<file path="src/rtl/tae_pkg.sv">
// constants and helpers shared by the temperature alert logic
package tae_pkg;

	localparam logic [7:0]  TAE_OFF_CONFIG = 8'h00;
	localparam logic [7:0]  TAE_OFF_HIGH   = 8'h04;
	localparam logic [7:0]  TAE_OFF_LOW    = 8'h08;
	localparam logic [7:0]  TAE_OFF_CRIT   = 8'h0c;
	localparam logic [7:0]  TAE_OFF_TEMP   = 8'h10;

	localparam int TAE_CFG_MODE      = 0;
	localparam int TAE_CFG_POL       = 1;
	localparam int TAE_CFG_CRIT_ONLY = 2;
	localparam int TAE_CFG_EN        = 3;
	localparam int TAE_CFG_STATUS    = 4;
	localparam int TAE_CFG_CLEAR     = 5;
	localparam int TAE_CFG_SHUTDOWN  = 8;
	localparam int TAE_CFG_HYST_LSB  = 9;
	localparam int TAE_LIM_LSB       = 2;
	localparam int TAE_LIM_MSB       = 12;
	localparam int TAE_TEMP_CRIT     = 15;
	localparam int TAE_TEMP_HIGH     = 14;
	localparam int TAE_TEMP_LOW      = 13;

	localparam logic [15:0] TAE_RST_CONFIG = 16'h0000;
	localparam logic [10:0] TAE_RST_LIMIT  = 11'h000;
	localparam logic [12:0] TAE_RST_TEMP   = 13'h0000;

	// hysteresis in sixteenths of a degree, the temperature lsb
	localparam logic [12:0] TAE_HYST_1P5 = 13'h0018;
	localparam logic [12:0] TAE_HYST_3   = 13'h0030;
	localparam logic [12:0] TAE_HYST_6   = 13'h0060;

	function automatic logic [12:0] tae_hyst(input logic [1:0] code);
		unique case (code)
			2'b00: tae_hyst = 13'h0000;
			2'b01: tae_hyst = TAE_HYST_1P5;
			2'b10: tae_hyst = TAE_HYST_3;
			2'b11: tae_hyst = TAE_HYST_6;
		endcase
	endfunction

	// two's complement 13-bit value widened so limit +/- hysteresis fits
	function automatic logic signed [14:0] tae_s15(input logic [12:0] v);
		tae_s15 = signed'({{2{v[12]}}, v});
	endfunction

	function automatic logic [12:0] tae_lim13(input logic [10:0] lim);
		tae_lim13 = {lim, 2'b00};
	endfunction

endpackage

</file>
<file path="src/rtl/tae_trip.sv">
// one trip comparator with hysteresis, updated on each evaluation strobe
`timescale 1ns/10ps
module tae_trip
	import tae_pkg::*;
#(
	parameter logic ABOVE = 1'b1,
	parameter logic INCL  = 1'b0
) (
	input  wire logic        hclk,
	input  wire logic        hresetn,
	input  wire logic        eval,
	input  wire logic [12:0] value,
	input  wire logic [10:0] limit,
	input  wire logic [1:0]  hyst,
	output logic             flag
);

	typedef struct packed {
		logic tripped;
	} tae_trip_t;

	tae_trip_t st;
	tae_trip_t next_st;

	logic signed [14:0] v;
	logic signed [14:0] lim;
	logic signed [14:0] h;
	logic               trip;
	logic               release_ok;

	always_comb begin
		v   = tae_s15(value);
		lim = tae_s15(tae_lim13(limit));
		h   = tae_s15(tae_hyst(hyst));
		if (ABOVE) begin
			trip       = INCL ? (v >= lim) : (v > lim);
			release_ok = INCL ? (v < lim - h) : (v <= lim - h);
		end else begin
			trip       = v < lim;
			release_ok = v >= lim + h;
		end
		next_st = st;
		if (eval) begin
			if (trip)
				next_st.tripped = 1'b1;
			else if (release_ok)
				next_st.tripped = 1'b0;
		end
	end

	always_ff @(posedge hclk or negedge hresetn) begin
		if (!hresetn)
			st <= '0;
		else
			st <= next_st;
	end

	assign flag = st.tripped;

endmodule

</file>
<file path="src/rtl/tae_alert.sv">
// temperature alert event logic with an ahb-lite register slave
`timescale 1ns/10ps
module tae_alert
	import tae_pkg::*;
(
	input  wire logic        hclk,
	input  wire logic        hresetn,
	input  wire logic        hsel,
	input  wire logic [31:0] haddr,
	input  wire logic [1:0]  htrans,
	input  wire logic        hwrite,
	input  wire logic [2:0]  hsize,
	input  wire logic [31:0] hwdata,
	input  wire logic        hready,
	output logic             hreadyout,
	output logic             hresp,
	output logic [31:0]      hrdata,
	input  wire logic [12:0] temp_sample,
	input  wire logic        temp_sample_valid,
	output logic             converter_enable,
	output logic             alert_o,
	output logic             alert_oe
);

	typedef struct packed {
		logic        cfg_mode;
		logic        cfg_pol;
		logic        cfg_crit_only;
		logic        cfg_alert_en;
		logic        sensor_shutdown_bit;
		logic [1:0]  cfg_hyst;
		logic [10:0] high_limit;
		logic [10:0] low_limit;
		logic [10:0] critical_limit;
		logic [12:0] temperature_data_register;
		logic        sample_new;
		logic        lim_written;
		logic        ev_latched;
		logic        clear_pending;
		logic        win_prev;
		logic        crit_prev;
		logic        ap_valid;
		logic        ap_write;
		logic [7:0]  ap_addr;
		logic        status;
		logic        pin_oe;
		logic [31:0] rdata;
	} tae_state_t;

	tae_state_t st;
	tae_state_t next_st;

	logic addr_ok;
	logic wr_phase;
	logic cfg_wr;
	logic wr_clear;
	logic lim_wr;
	logic eval;
	logic hi_f;
	logic lo_f;
	logic crit_f;
	logic win_now;
	logic int_eff;
	logic event_now;
	logic assert_now;
	logic drive;

	assign addr_ok  = hsel & htrans[1] & hready;
	assign wr_phase = st.ap_valid & st.ap_write;
	assign cfg_wr   = wr_phase & (st.ap_addr == TAE_OFF_CONFIG);
	assign wr_clear = cfg_wr & hwdata[TAE_CFG_CLEAR];
	assign lim_wr   = wr_phase & ((st.ap_addr == TAE_OFF_HIGH) |
		(st.ap_addr == TAE_OFF_LOW) | (st.ap_addr == TAE_OFF_CRIT));

	// frozen during shutdown so the pin keeps its pre-shutdown level
	assign eval = ~st.sensor_shutdown_bit &
		(st.sample_new | st.lim_written);

	tae_trip #(
		.ABOVE (1'b1),
		.INCL  (1'b0)
	) u_high (
		.hclk    (hclk),
		.hresetn (hresetn),
		.eval    (eval),
		.value   (st.temperature_data_register),
		.limit   (st.high_limit),
		.hyst    (st.cfg_hyst),
		.flag    (hi_f)
	);

	tae_trip #(
		.ABOVE (1'b0),
		.INCL  (1'b0)
	) u_low (
		.hclk    (hclk),
		.hresetn (hresetn),
		.eval    (eval),
		.value   (st.temperature_data_register),
		.limit   (st.low_limit),
		.hyst    (st.cfg_hyst),
		.flag    (lo_f)
	);

	tae_trip #(
		.ABOVE (1'b1),
		.INCL  (1'b1)
	) u_crit (
		.hclk    (hclk),
		.hresetn (hresetn),
		.eval    (eval),
		.value   (st.temperature_data_register),
		.limit   (st.critical_limit),
		.hyst    (st.cfg_hyst),
		.flag    (crit_f)
	);

	assign win_now   = hi_f | lo_f;
	assign int_eff   = st.cfg_mode & ~st.cfg_crit_only;
	assign event_now = int_eff & ((win_now != st.win_prev) |
		(crit_f & ~st.crit_prev));

	always_comb begin
		if (st.cfg_crit_only)
			assert_now = crit_f;
		else if (st.cfg_mode)
			assert_now = st.ev_latched | crit_f;
		else
			assert_now = win_now | crit_f;
	end

	assign drive = st.cfg_alert_en & assert_now;

	always_comb begin
		next_st             = st;
		next_st.lim_written = lim_wr;
		next_st.sample_new  = 1'b0;
		next_st.win_prev    = win_now;
		next_st.crit_prev   = crit_f;
		next_st.ap_valid    = addr_ok;
		if (addr_ok) begin
			next_st.ap_write = hwrite;
			next_st.ap_addr  = haddr[7:0];
		end
		if (temp_sample_valid && !st.sensor_shutdown_bit) begin
			next_st.temperature_data_register = temp_sample;
			next_st.sample_new = 1'b1;
		end
		if (cfg_wr) begin
			next_st.cfg_mode      = hwdata[TAE_CFG_MODE];
			next_st.cfg_pol       = hwdata[TAE_CFG_POL];
			next_st.cfg_crit_only = hwdata[TAE_CFG_CRIT_ONLY];
			next_st.cfg_alert_en  = hwdata[TAE_CFG_EN];
			next_st.sensor_shutdown_bit = hwdata[TAE_CFG_SHUTDOWN];
			next_st.cfg_hyst = hwdata[TAE_CFG_HYST_LSB +: 2];
		end
		if (wr_phase && st.ap_addr == TAE_OFF_HIGH)
			next_st.high_limit = hwdata[TAE_LIM_MSB:TAE_LIM_LSB];
		if (wr_phase && st.ap_addr == TAE_OFF_LOW)
			next_st.low_limit = hwdata[TAE_LIM_MSB:TAE_LIM_LSB];
		if (wr_phase && st.ap_addr == TAE_OFF_CRIT)
			next_st.critical_limit = hwdata[TAE_LIM_MSB:TAE_LIM_LSB];
		// the latch only lives in interrupt mode; elsewhere clears are moot
		if (!int_eff) begin
			next_st.ev_latched    = 1'b0;
			next_st.clear_pending = 1'b0;
		end else begin
			if (wr_clear) begin
				if (crit_f)
					next_st.clear_pending = 1'b1;
				else
					next_st.ev_latched = 1'b0;
			end
			if (st.clear_pending && !crit_f) begin
				next_st.ev_latched    = 1'b0;
				next_st.clear_pending = 1'b0;
			end
			// a new crossing beats a clear in the same cycle
			if (event_now)
				next_st.ev_latched = 1'b1;
		end
		next_st.status = drive;
		next_st.pin_oe = st.cfg_pol ? ~drive : drive;
		// read data built from the updated state so write-then-read is safe
		next_st.rdata = 32'h0000_0000;
		if (addr_ok && !hwrite) begin
			case (haddr[7:0])
				TAE_OFF_CONFIG: begin
					next_st.rdata[TAE_CFG_MODE]      = next_st.cfg_mode;
					next_st.rdata[TAE_CFG_POL]       = next_st.cfg_pol;
					next_st.rdata[TAE_CFG_CRIT_ONLY] = next_st.cfg_crit_only;
					next_st.rdata[TAE_CFG_EN]        = next_st.cfg_alert_en;
					next_st.rdata[TAE_CFG_STATUS]    = st.status;
					next_st.rdata[TAE_CFG_SHUTDOWN] =
						next_st.sensor_shutdown_bit;
					next_st.rdata[TAE_CFG_HYST_LSB +: 2] = next_st.cfg_hyst;
				end
				TAE_OFF_HIGH:
					next_st.rdata[12:0] = tae_lim13(next_st.high_limit);
				TAE_OFF_LOW:
					next_st.rdata[12:0] = tae_lim13(next_st.low_limit);
				TAE_OFF_CRIT:
					next_st.rdata[12:0] = tae_lim13(next_st.critical_limit);
				TAE_OFF_TEMP: begin
					next_st.rdata[12:0] = st.temperature_data_register;
					next_st.rdata[TAE_TEMP_CRIT] = crit_f;
					next_st.rdata[TAE_TEMP_HIGH] = hi_f;
					next_st.rdata[TAE_TEMP_LOW]  = lo_f;
				end
				default:
					next_st.rdata = 32'h0000_0000;
			endcase
		end
	end

	always_ff @(posedge hclk or negedge hresetn) begin
		if (!hresetn) begin
			st <= '0;
			st.cfg_hyst <= TAE_RST_CONFIG[TAE_CFG_HYST_LSB +: 2];
			st.high_limit <= TAE_RST_LIMIT;
			st.low_limit <= TAE_RST_LIMIT;
			st.critical_limit <= TAE_RST_LIMIT;
			st.temperature_data_register <= TAE_RST_TEMP;
		end else begin
			st <= next_st;
		end
	end

	// zero-wait slave; transfer size is not checked, words only
	assign hreadyout        = 1'b1;
	assign hresp            = 1'b0;
	assign hrdata           = st.rdata;
	assign converter_enable = ~st.sensor_shutdown_bit;
	// open drain: the pin is only ever pulled low
	assign alert_o          = 1'b0;
	assign alert_oe         = st.pin_oe;
endmodule

</file>
<file path="config.mk">
export PLATFORM = sky130hd
export DESIGN_NAME = tae_alert
export DESIGN_NICKNAME = d
export VERILOG_FILES = /design/src/rtl/tae_pkg.sv /design/src/rtl/tae_trip.sv /design/src/rtl/tae_alert.sv
export SDC_FILE = /design/constraint.sdc
export NUM_CORES = 1
export LEC_CHECK = 0
export CAP_MARGIN = 15
export CORE_UTILIZATION = 30
export CTS_CLUSTER_DIAMETER = 120
export DETAILED_ROUTE_END_ITERATION = 16
export DONT_BUFFER_PORTS = 1
export PLACE_DENSITY_LB_ADDON = 0.1
export SETUP_SLACK_MARGIN = 0.3
export SLEW_MARGIN = 20
export SYNTH_ARGS = -nofsm -noshare
export SYNTH_HDL_FRONTEND = slang
export SYNTH_SLANG_ARGS = --single-unit
export TNS_END_PERCENT = 100
</file>
<file path="constraint.sdc">
create_clock -name hclk -period 3.7 [get_ports hclk]
set_clock_uncertainty 0.15 [all_clocks]
set_input_delay 0.74 -clock hclk [delete_from_list [all_inputs] [get_ports hclk]]
set_output_delay 0.74 -clock hclk [all_outputs]
set_load 0.005 [all_outputs]
</file>
==> results.yml, run 1 <==
outcome:
  status: "finished clean"
yosys:
  postSynthCellCount: 594
  avgSynthCellArea_sq_um: 10.6
  synth_area_leaders: "dfrtp_1 (36%), ha_1 (16%), mux2_2 (9.9%)"
  synthSimpleGateAreaFrac: 0.115
  post-synth-top-area-fraction: 0.358
  synth_top_family_by_area: "adder cells"
  synth_compound_area_frac: 0.117
  synthMuxAreaShare: 0.116
  netlist.top_cell.by_area: "dfrtp_1"
  synthAdderAreaFrac: 0.169
  synth_area_sq_um: 6290
  synth-seq-cells: 90
  synth-xor-area-share: 0.0348
  synthFlopType: "dfrtp_1"
  ys_seq_area_frac: 0.358
  yosysWarningCount: 0
  synth_edf_count: 0
  ys_async_sr_fraction: 1.00
  synth_cell_types: 65
floorplan:
  die_width_um: 147
  rows: 52
  io_pins: 125
  initial_core_util: 0.309
  die_h_um: 147
  dieArea_sq_um: 21500
  core_region_area_sq_um: 20400
grt:
  grt-ovfl-total: 0
  grt_antenna_before_repair: 0
  grt_max_degree: 91
  grt_pass1_wl_um: 28300
  grt_pass1_vias: 4822
  grt_use_total: 0.179
worst_setup_path:
  end_kind: "register"
  setup.worst_path.class: "reg -> reg"
  worst_ep_required_time_ns: 3.80
  cp.arrival_ns: 3.54
  cpMaxStageDelayCell: "dfrtp_1"
  cp_slowest_stage_delay_ns: 0.42
  cpMostUsedCell: "ha_4"
  critPathLaunchType: "register"
  path_buf_inv: 2
  crit_fanout: 4
  crit_family: "adder cells"
  path_cells: "inv_2 -> ha_4 -> ha_4 -> fa_2 -> a21o_1 -> a21oi_4 -> nor2_1 -> xnor2_1 -> ha_1 -> nand2_1 -> nor3_2 -> buf_4 -> nand4_1 -> o211ai_1 -> mux2i_1 -> a211o_1"
clocking:
  path_clk_slew_ns: 0.07
  cts_tree: "yes"
  cts-buffers-inserted: 9
  clk_latency_ns: 0.36
  clockRootBuffer: "clkbuf_16"
  clock_sinks: 90
  htreeDepth: 3
  cts_buffer_depth: 2
place:
  pre_cts_slack_ns: -0.112
  post-dp-hpwl_um: 13500
  portBuffers: 0
  gp_congestion: 0.851
sta:
  fin_tns_setup_ns: 0
  rsz0062_at_grt: "true"
  fmax_mhz: 291
  setup_viol: 0
  setup_ws_ns: 0.258
  period_share: 0.930
  hold-worst-slack_ns: 0.132
  worst_pin_slew_ns: 0.696
  relSlewSlack: 0.535
  report.final.slew_viol_count: 0
  period_needed_ns: 3.44
  hold_viol_final: 0
job:
  drv_cap: 0
detailed_routing:
  vias: 4490
  wl_met2_um: 8580
  drt_iter0_drc: 203
  drtPass1Iterations: 4
  drt_wl_total_um: 18200
  drtAntennaViolNets: 0
  wl_met1_um: 8460
  drc: 0
  top_layer_used: "met4"
  wl_met3_um: 858
  viasPerCell: 5.05
  wl_per_cell_um: 20.5
worst_hold_path:
  timing.hold.worst.class: "in -> async"
pwr:
  power_leakage_nw: 3.26
  vdd.ir_drop.worst_mv: 0.192
  powerDensity_nw_per_um2: 419
cells_and_area:
  drive_above_1_share: 0.269
  fin_nets: 784
  syn2layout_area_growth_pct: 13.5
-- registers in the layout, indices dropped and copies added, names as in the netlist --
register,count
st,70
hrdata,16
alert_oe,1
u_crit.flag,1
u_high.flag,1
u_low.flag,1
-- final cells by class --
class                   count  area, sq um
flip-flops and latches     90         2250
well taps                 270          338
repair buffers             38          309
clock buffers               9          225
diodes                      1         2.50
inverters                  50          188
clock inverters             7         68.8
fillers                  2034        13200
multi-input cells         424         3750
-- cell usage after synthesis (3+ instances only) --
library cell  instances
nor4_1                4
a21o_1               15
and4_1                3
nand4_1              11
ha_1                 80
mux2_2               55
nand2_1              29
mux2_4                6
fa_1                  3
a221oi_1              3
clkbuf_8              3
xnor2_1              22
buf_6                 4
a31oi_1               8
nand3_1               5
and3_1                6
xor2_1                3
a211oi_1              4
nor2_1               29
inv_1                50
nor3_1                6
clkbuf_1              4
a21oi_1              34
a22oi_1               4
o21ai_0              14
a222oi_1              5
buf_4                36
dfrtp_1              90
nor2b_1               8
-- metal layers --
layer  vias to the layer above  GRT usage
li1                       2129          -
met1                      2242      0.234
met2                       102      0.295
met3                        17     0.0422
met4                         0     0.0510
met5                         -          0
-- kinds of logic (layout without fill, tap and decap cells) --
family	Yosys count	count (layout)
DFF	90	90
and+or+nand+nor	125	125
adders and majority gates	83	83
buffers and inverters	97	104
muxes	63	63
AOI/OAI and AO/OA	109	109
other	2	20
xor gates and xnor gates	25	25
-- cell usage in the layout (no fill, tap or decap), types with 15 or more instances in the layout --
cell type / netlist / final
inv_1: 50 / 47
buf_4: 36 / 36
a21o_1: 15 / 15
ha_1: 80 / 73
nor2_1: 29 / 27
dfrtp_1: 90 / 90
xnor2_1: 22 / 21
conb_1: 2 / 19
mux2_2: 55 / 55
nand2_1: 29 / 28
a21oi_1: 34 / 31
-- report_power, final --
part | internal (mW) | switching, mW | total, mW
combinational | 0.406 | 0.404 | 0.811
sequential | 1.08 | 0.159 | 1.24
clock | 0.477 | 0.462 | 0.939
total | 1.96 | 1.03 | 2.99
-- worst paths after layout --
kind                                                to  slack (ns)  depth (start not counted)         startpoint
worst max-delay path            u_low.flag$_DFFE_PN0P_        0.26                         16   st[97]$_DFF_PN0_
worst min-delay path               hrdata[6]$_DFF_PN0_        0.13                          1            hresetn
worst max register to register  u_low.flag$_DFFE_PN0P_        0.26                         16   st[97]$_DFF_PN0_
worst min register to register      alert_oe$_DFF_PN0_        0.32                          1  st[101]$_DFF_PN0_
max in group asynchronous             st[80]$_DFF_PN0_        2.89                          1            hresetn
min in group hclk                   alert_oe$_DFF_PN0_        0.32                          1  st[101]$_DFF_PN0_
-- stage by stage --
stage          power (mW)   util  instances  instance area (sq um)
5_1_grt              3.19  0.350        888                   7130
4_1_cts              3.01  0.346        883                   7040
2_1_floorplan        1.73      -        611                   6350
6_report             2.99  0.350        889                   7130
3_5_place_dp         1.97  0.320        860                   6520
3_3_place_gp         1.95  0.320        860                   6520
-- what timing repair did --
action                     4_1_cts  5_1_grt
hold endpoints to repair        90        0
hold buffers                     1        0
setup endpoints to repair        3        3
pin swaps                       32       24
buffers inserted                 6        5
resized for setup               36        8
No activity file was read; power rests on OpenSTA's default activity.
==> run 2, diff against run 1 <==
- PLACE_DENSITY_LB_ADDON: 0.1 -> 0.15
- TNS_END_PERCENT: 100 -> default
==> run 2 against run 1 <==
Utilization up 0.38 points. Die area unchanged. Sequential share of layout area down 0.32 points. Combinational power up 4.8%. Setup slack worse by 0.065 ns. Via count up 1.8%. Power up 3.2%. Largest power group unchanged. Count of clock-buffer cells in the layout up 2. Final cell count up 0.67%. Critical path type unchanged. Global-route usage down 0.45 points. Final area up 1.1%. Flip-flop and latch count unchanged.
==> results.yml, run 2 (synthesized netlist as in run 1, its figures left out) <==
outcome:
  status: "finished clean"
floorplan:
  dieArea_sq_um: 21500
  io_pins: 125
  initial_core_util: 0.309
  die_width_um: 147
  die_h_um: 147
  rows: 52
  core_region_area_sq_um: 20400
worst_setup_path:
  startpoint: "st[97]$_DFF_PN0_"
  worst_ep_required_time_ns: 3.79
  reg2reg_depth: 17
  end_kind: "register"
  setup.worst_path.class: "reg -> reg"
  rr_endpoint: "u_low.flag$_DFFE_PN0P_"
  crit_fanout: 4
  reg2reg_from: "st[97]$_DFF_PN0_"
  critPathLaunchType: "register"
  cp.arrival_ns: 3.59
  r2r_slack_ns: 0.19
detailed_routing:
  drtPass1Iterations: 5
  viasPerCell: 5.11
  drtAntennaViolNets: 0
  vias: 4573
  wl_per_cell_um: 20.1
  drc: 0
  drt_wl_total_um: 18000
  drt_iter0_drc: 254
place:
  pre_cts_slack_ns: -0.151
  gp_congestion: 0.855
  post-dp-hpwl_um: 13400
  portBuffers: 0
clocking:
  htreeDepth: 3
  clockRootBuffer: "clkbuf_16"
  cts-buffers-inserted: 9
  path_clk_slew_ns: 0.07
  cts_buffer_depth: 2
  clock_sinks: 90
  cts_tree: "yes"
  clk_latency_ns: 0.35
sta:
  report.final.slew_viol_count: 0
  rsz0062_at_grt: "true"
  hold_viol_final: 0
  period_needed_ns: 3.51
  fin_tns_setup_ns: 0
  setup_viol: 0
  setup_ws_ns: 0.193
  worst_pin_slew_ns: 0.975
  fmax_mhz: 285
  relSlewSlack: 0.347
  period_share: 0.948
cells_and_area:
  largest_register_ffs: 70
  max_flop_register: "st"
  syn2layout_area_growth_pct: 14.7
  final_common_cell: "dfrtp_1"
  seq_area_sq_um: 2250
  insertedDiodeCount: 0
  fill_cells: 2048
  final_cell_mix: "dfrtp_1 (89), ha_1 (74), mux2_2 (55), inv_1 (47), buf_4 (38)"
  drive_above_1_share: 0.278
  fin_nets: 791
  multi_input_area_sq_um: 3730
pwr:
  vdd.ir_drop.worst_mv: 0.252
  powerDensity_nw_per_um2: 428
  power_mw: 3.08
  power_leakage_nw: 3.30
grt:
  grt_max_degree: 91
  grt-ovfl-total: 0
  grt_pass1_wl_um: 27800
  grt_use_total: 0.175
  grt_antenna_before_repair: 0
  grt_pass1_vias: 4807
job:
  drv_cap: 0
worst_hold_path:
  timing.hold.worst.class: "in -> async"
[run 2: metrics by stage]
step                hold slack [ns]  std cells  utilization  instance area [sq um]
floorplan                     0.257        611            -                   6350
global placement              0.298        858        0.319                   6500
detailed placement            0.299        858        0.319                   6500
CTS                           0.176        893        0.352                   7170
global route                  0.186        895        0.354                   7210
finish                        0.157        895        0.354                   7210
[run 2: critical path, stage by stage (launching register included)]
cell	delay (ns)
dfrtp_1	0.41
inv_2	0.07
ha_4	0.17
ha_4	0.16
fa_2	0.37
a21o_1	0.22
a21oi_4	0.22
buf_6	0.12
buf_4	0.09
xnor2_1	0.11
ha_1	0.26
nand2_1	0.09
nor3_2	0.05
buf_4	0.14
buf_4	0.12
a211oi_1	0.24
mux2i_1	0.13
a211o_1	0.26
[run 2: layout make-up]
cell class,count,share of cell area
multi-input cells,424,0.517
flip-flops and latches,90,0.313
clock inverters,5,0.00937
clock buffers,11,0.0351
inverters,50,0.0264
repair buffers,45,0.0528
well taps,270,0.0469
[run 2: worst max path at each step]
stage	to	depth (start not counted)
after floorplan	u_low.flag$_DFFE_PN0P_	17
after global placement	u_low.flag$_DFFE_PN0P_	18
after detailed placement	u_low.flag$_DFFE_PN0P_	17
after CTS	u_low.flag$_DFFE_PN0P_	17
after global routing	u_low.flag$_DFFE_PN0P_	16
final	u_low.flag$_DFFE_PN0P_	17
[run 2: power breakdown]
| group | total [mW] | leakage [nW] | internal [mW] | switching (mW) |
|---|---|---|---|---|
| sequential | 1.24 | 1.09 | 1.08 | 0.158 |
| combinational | 0.850 | 2.05 | 0.435 | 0.416 |
| clock | 0.994 | 0.159 | 0.572 | 0.422 |
[run 2: routing by layer]
metal,vias to the layer above,share of wire,track usage
met3,16,0.060,0.0388
met5,-,0,0
met4,0,0.015,0.0484
li1,2141,-,-
met1,2295,0.46,0.234
met2,121,0.47,0.283
[run 2: what timing repair did]
item	4_1_cts	5_1_grt
hold buffers	1	0
setup buffers	18	2
hold endpoints to repair	90	0
gates resized for setup	42	9
setup endpoints to repair	3	3
pin swaps	28	16
==> run 3, diff against run 2 <==
- CELL_PAD_IN_SITES_DETAIL_PLACEMENT: default -> 1
- CELL_PAD_IN_SITES_GLOBAL_PLACEMENT: default -> 2
==> run 3 against run 2 <==
Sequential share of layout area grew 0.43 points. Via count shrank 0.94%. Die area unchanged. Global-route usage rose by 1.4 points. Fmax fell by 0.36%. Utilization decreased by 0.48 points. Count of clock-buffer cells in the layout unchanged. Sequential power about the same. Non-clock buffer count shrank 5. Flip-flop and latch count is the same.
==> results.yml, run 3 (synthesized netlist as in run 1, its figures left out) <==
outcome:
  status: "finished clean"
clocking:
  clockRootBuffer: "clkbuf_16"
  cts_buffer_depth: 2
  htreeDepth: 3
  cts_tree: "yes"
  path_clk_slew_ns: 0.08
  cts-buffers-inserted: 9
  clock_sinks: 90
  clk_latency_ns: 0.35
worst_setup_path:
  reg2reg_depth: 19
  worst_ep_required_time_ns: 3.78
  cpMostUsedCell: "buf_4"
  setup.worst_path.class: "reg -> reg"
  crit_fanout: 3
  cp.arrival_ns: 3.60
  end_kind: "register"
  cp_slowest_stage_delay_ns: 0.44
  critPathLaunchType: "register"
  path_cells: "ha_4 -> inv_6 -> ha_4 -> a21o_1 -> a21oi_2 -> buf_4 -> buf_4 -> buf_4 -> buf_4 -> buf_4 -> xor2_1 -> ha_1 -> nand2_1 -> nor3_1 -> buf_4 -> buf_4 -> a211oi_1 -> mux2i_1 -> a211o_1"
  cpMaxStageDelayCell: "dfrtp_2"
pwr:
  powerDensity_nw_per_um2: 440
  vdd.ir_drop.worst_mv: 0.227
  power_leakage_nw: 3.25
detailed_routing:
  drc: 0
  drtAntennaViolNets: 0
  drtPass1Iterations: 4
  wl_per_cell_um: 22.1
  viasPerCell: 5.08
  vias: 4530
  drt_iter0_drc: 199
  drt_wl_total_um: 19700
grt:
  grt_antenna_before_repair: 1
  grt_pass1_vias: 4974
  grt_use_total: 0.189
  grt_pass1_wl_um: 29900
  grt_max_degree: 91
  grt-ovfl-total: 0
job:
  drv_cap: 0
sta:
  rsz0062_at_grt: "true"
  period_needed_ns: 3.52
  fmax_mhz: 284
  report.final.slew_viol_count: 0
  hold-worst-slack_ns: 0.162
  period_share: 0.951
  setup_viol: 0
  worst_pin_slew_ns: 0.808
  hold_viol_final: 0
  relSlewSlack: 0.447
floorplan:
  io_pins: 125
  die_h_um: 147
  initial_core_util: 0.309
  core_region_area_sq_um: 20400
  dieArea_sq_um: 21500
  rows: 52
  die_width_um: 147
cells_and_area:
  final_common_cell: "dfrtp_1"
  final_cell_mix: "dfrtp_1 (89), ha_1 (76), mux2_2 (55), inv_1 (47), buf_4 (39)"
  largest_register_ffs: 70
  syn2layout_area_growth_pct: 13.1
  fin_nets: 786
  layout.cells.non_filler: 891
  fill_cells: 2242
  max_flop_register: "st"
  drive_above_1_share: 0.255
place:
  gp_congestion: 0.788
  dp.cells: 865
  post-dp-hpwl_um: 14700
  portBuffers: 0
worst_hold_path:
  timing.hold.worst.class: "in -> async"
## run 3: cell count changes in the layout (fill, tap and decap cells not counted), moves of 2 or more
cell,change
buf_6,-6
nor3_2,+2
ha_2,-2
ha_1,+2
## run 3: where the power goes
| part | switching, mW | internal [mW] | leakage, nW | total [mW] |
|---|---|---|---|---|
| Sequential | 0.169 | 1.08 | 1.09 | 1.25 |
| Combinational | 0.412 | 0.408 | 2.01 | 0.820 |
| Clock | 0.440 | 0.618 | 0.157 | 1.06 |
## run 3: critical path, delay by kind of cell, from the launching register on
kind / cells / cell delay [ns]
DFF: 1 / 0.44
adders and majority gates: 3 / 0.82
AOI/OAI and AO/OA: 4 / 0.72
buffers and inverters: 8 / 0.92
and+or+nand+nor: 2 / 0.10
muxes: 1 / 0.12
xor gates and xnor gates: 1 / 0.14
## run 3: path summary, 6_finish.rpt
kind                       slack, ns              start                      to
max                             0.18   st[96]$_DFF_PN0_  u_low.flag$_DFFE_PN0P_
min                             0.16            hresetn        st[99]$_DFF_PN0_
max reg2reg                     0.18   st[96]$_DFF_PN0_  u_low.flag$_DFFE_PN0P_
min reg2reg                     0.34  st[101]$_DFF_PN0_      alert_oe$_DFF_PN0_
max in group asynchronous       2.83            hresetn        st[96]$_DFF_PN0_
min in group hclk               0.34  st[101]$_DFF_PN0_      alert_oe$_DFF_PN0_
## run 3: final cells by class
cell class | count | area (sq um) | share of cell area
clock buffer | 11 | 243 | 0.0341
sequential | 90 | 2250 | 0.317
antenna | 1 | 2.50 | 0.000352
tap | 270 | 338 | 0.0475
timing repair buffer | 40 | 320 | 0.0450
multi-input combinational | 424 | 3680 | 0.517
inverter | 50 | 193 | 0.0271
clock inverter | 5 | 85.1 | 0.0120
## run 3: what timing repair did
| action | in CTS | in global routing |
|---|---|---|
| pin swaps | 16 | 24 |
| endpoints found under the setup margin | 3 | 3 |
| cloned | 0 | 0 |
| hold endpoints to repair | 90 | 0 |
| buffers inserted | 4 | 4 |
| hold buffers | 1 | 0 |
| gates resized for setup | 17 | 15 |
## run 3: stage by stage
stage | power, mW | util | worst slack [ns] | instance area [sq um] | TNS, ns
2_1_floorplan | 1.73 | - | 0.325 | 6350 | 0
3_3_place_gp | 1.99 | 0.322 | -0.0932 | 6560 | -0.136
3_5_place_dp | 2.02 | 0.322 | -0.105 | 6560 | -0.197
4_1_cts | 3.14 | 0.344 | 0.182 | 7010 | 0
5_1_grt | 3.33 | 0.349 | -0.0443 | 7110 | -0.0488
6_report | 3.13 | 0.349 | 0.180 | 7110 | 0
## run 3: routing by layer
metal / GRT usage / up-vias / share of wire
li1: - / 2124 / -
met1: 0.247 / 2314 / 0.45
met2: 0.322 / 79 / 0.49
met3: 0.0366 / 13 / 0.045
met4: 0.0432 / 0 / 0.012
met5: 0 / - / 0
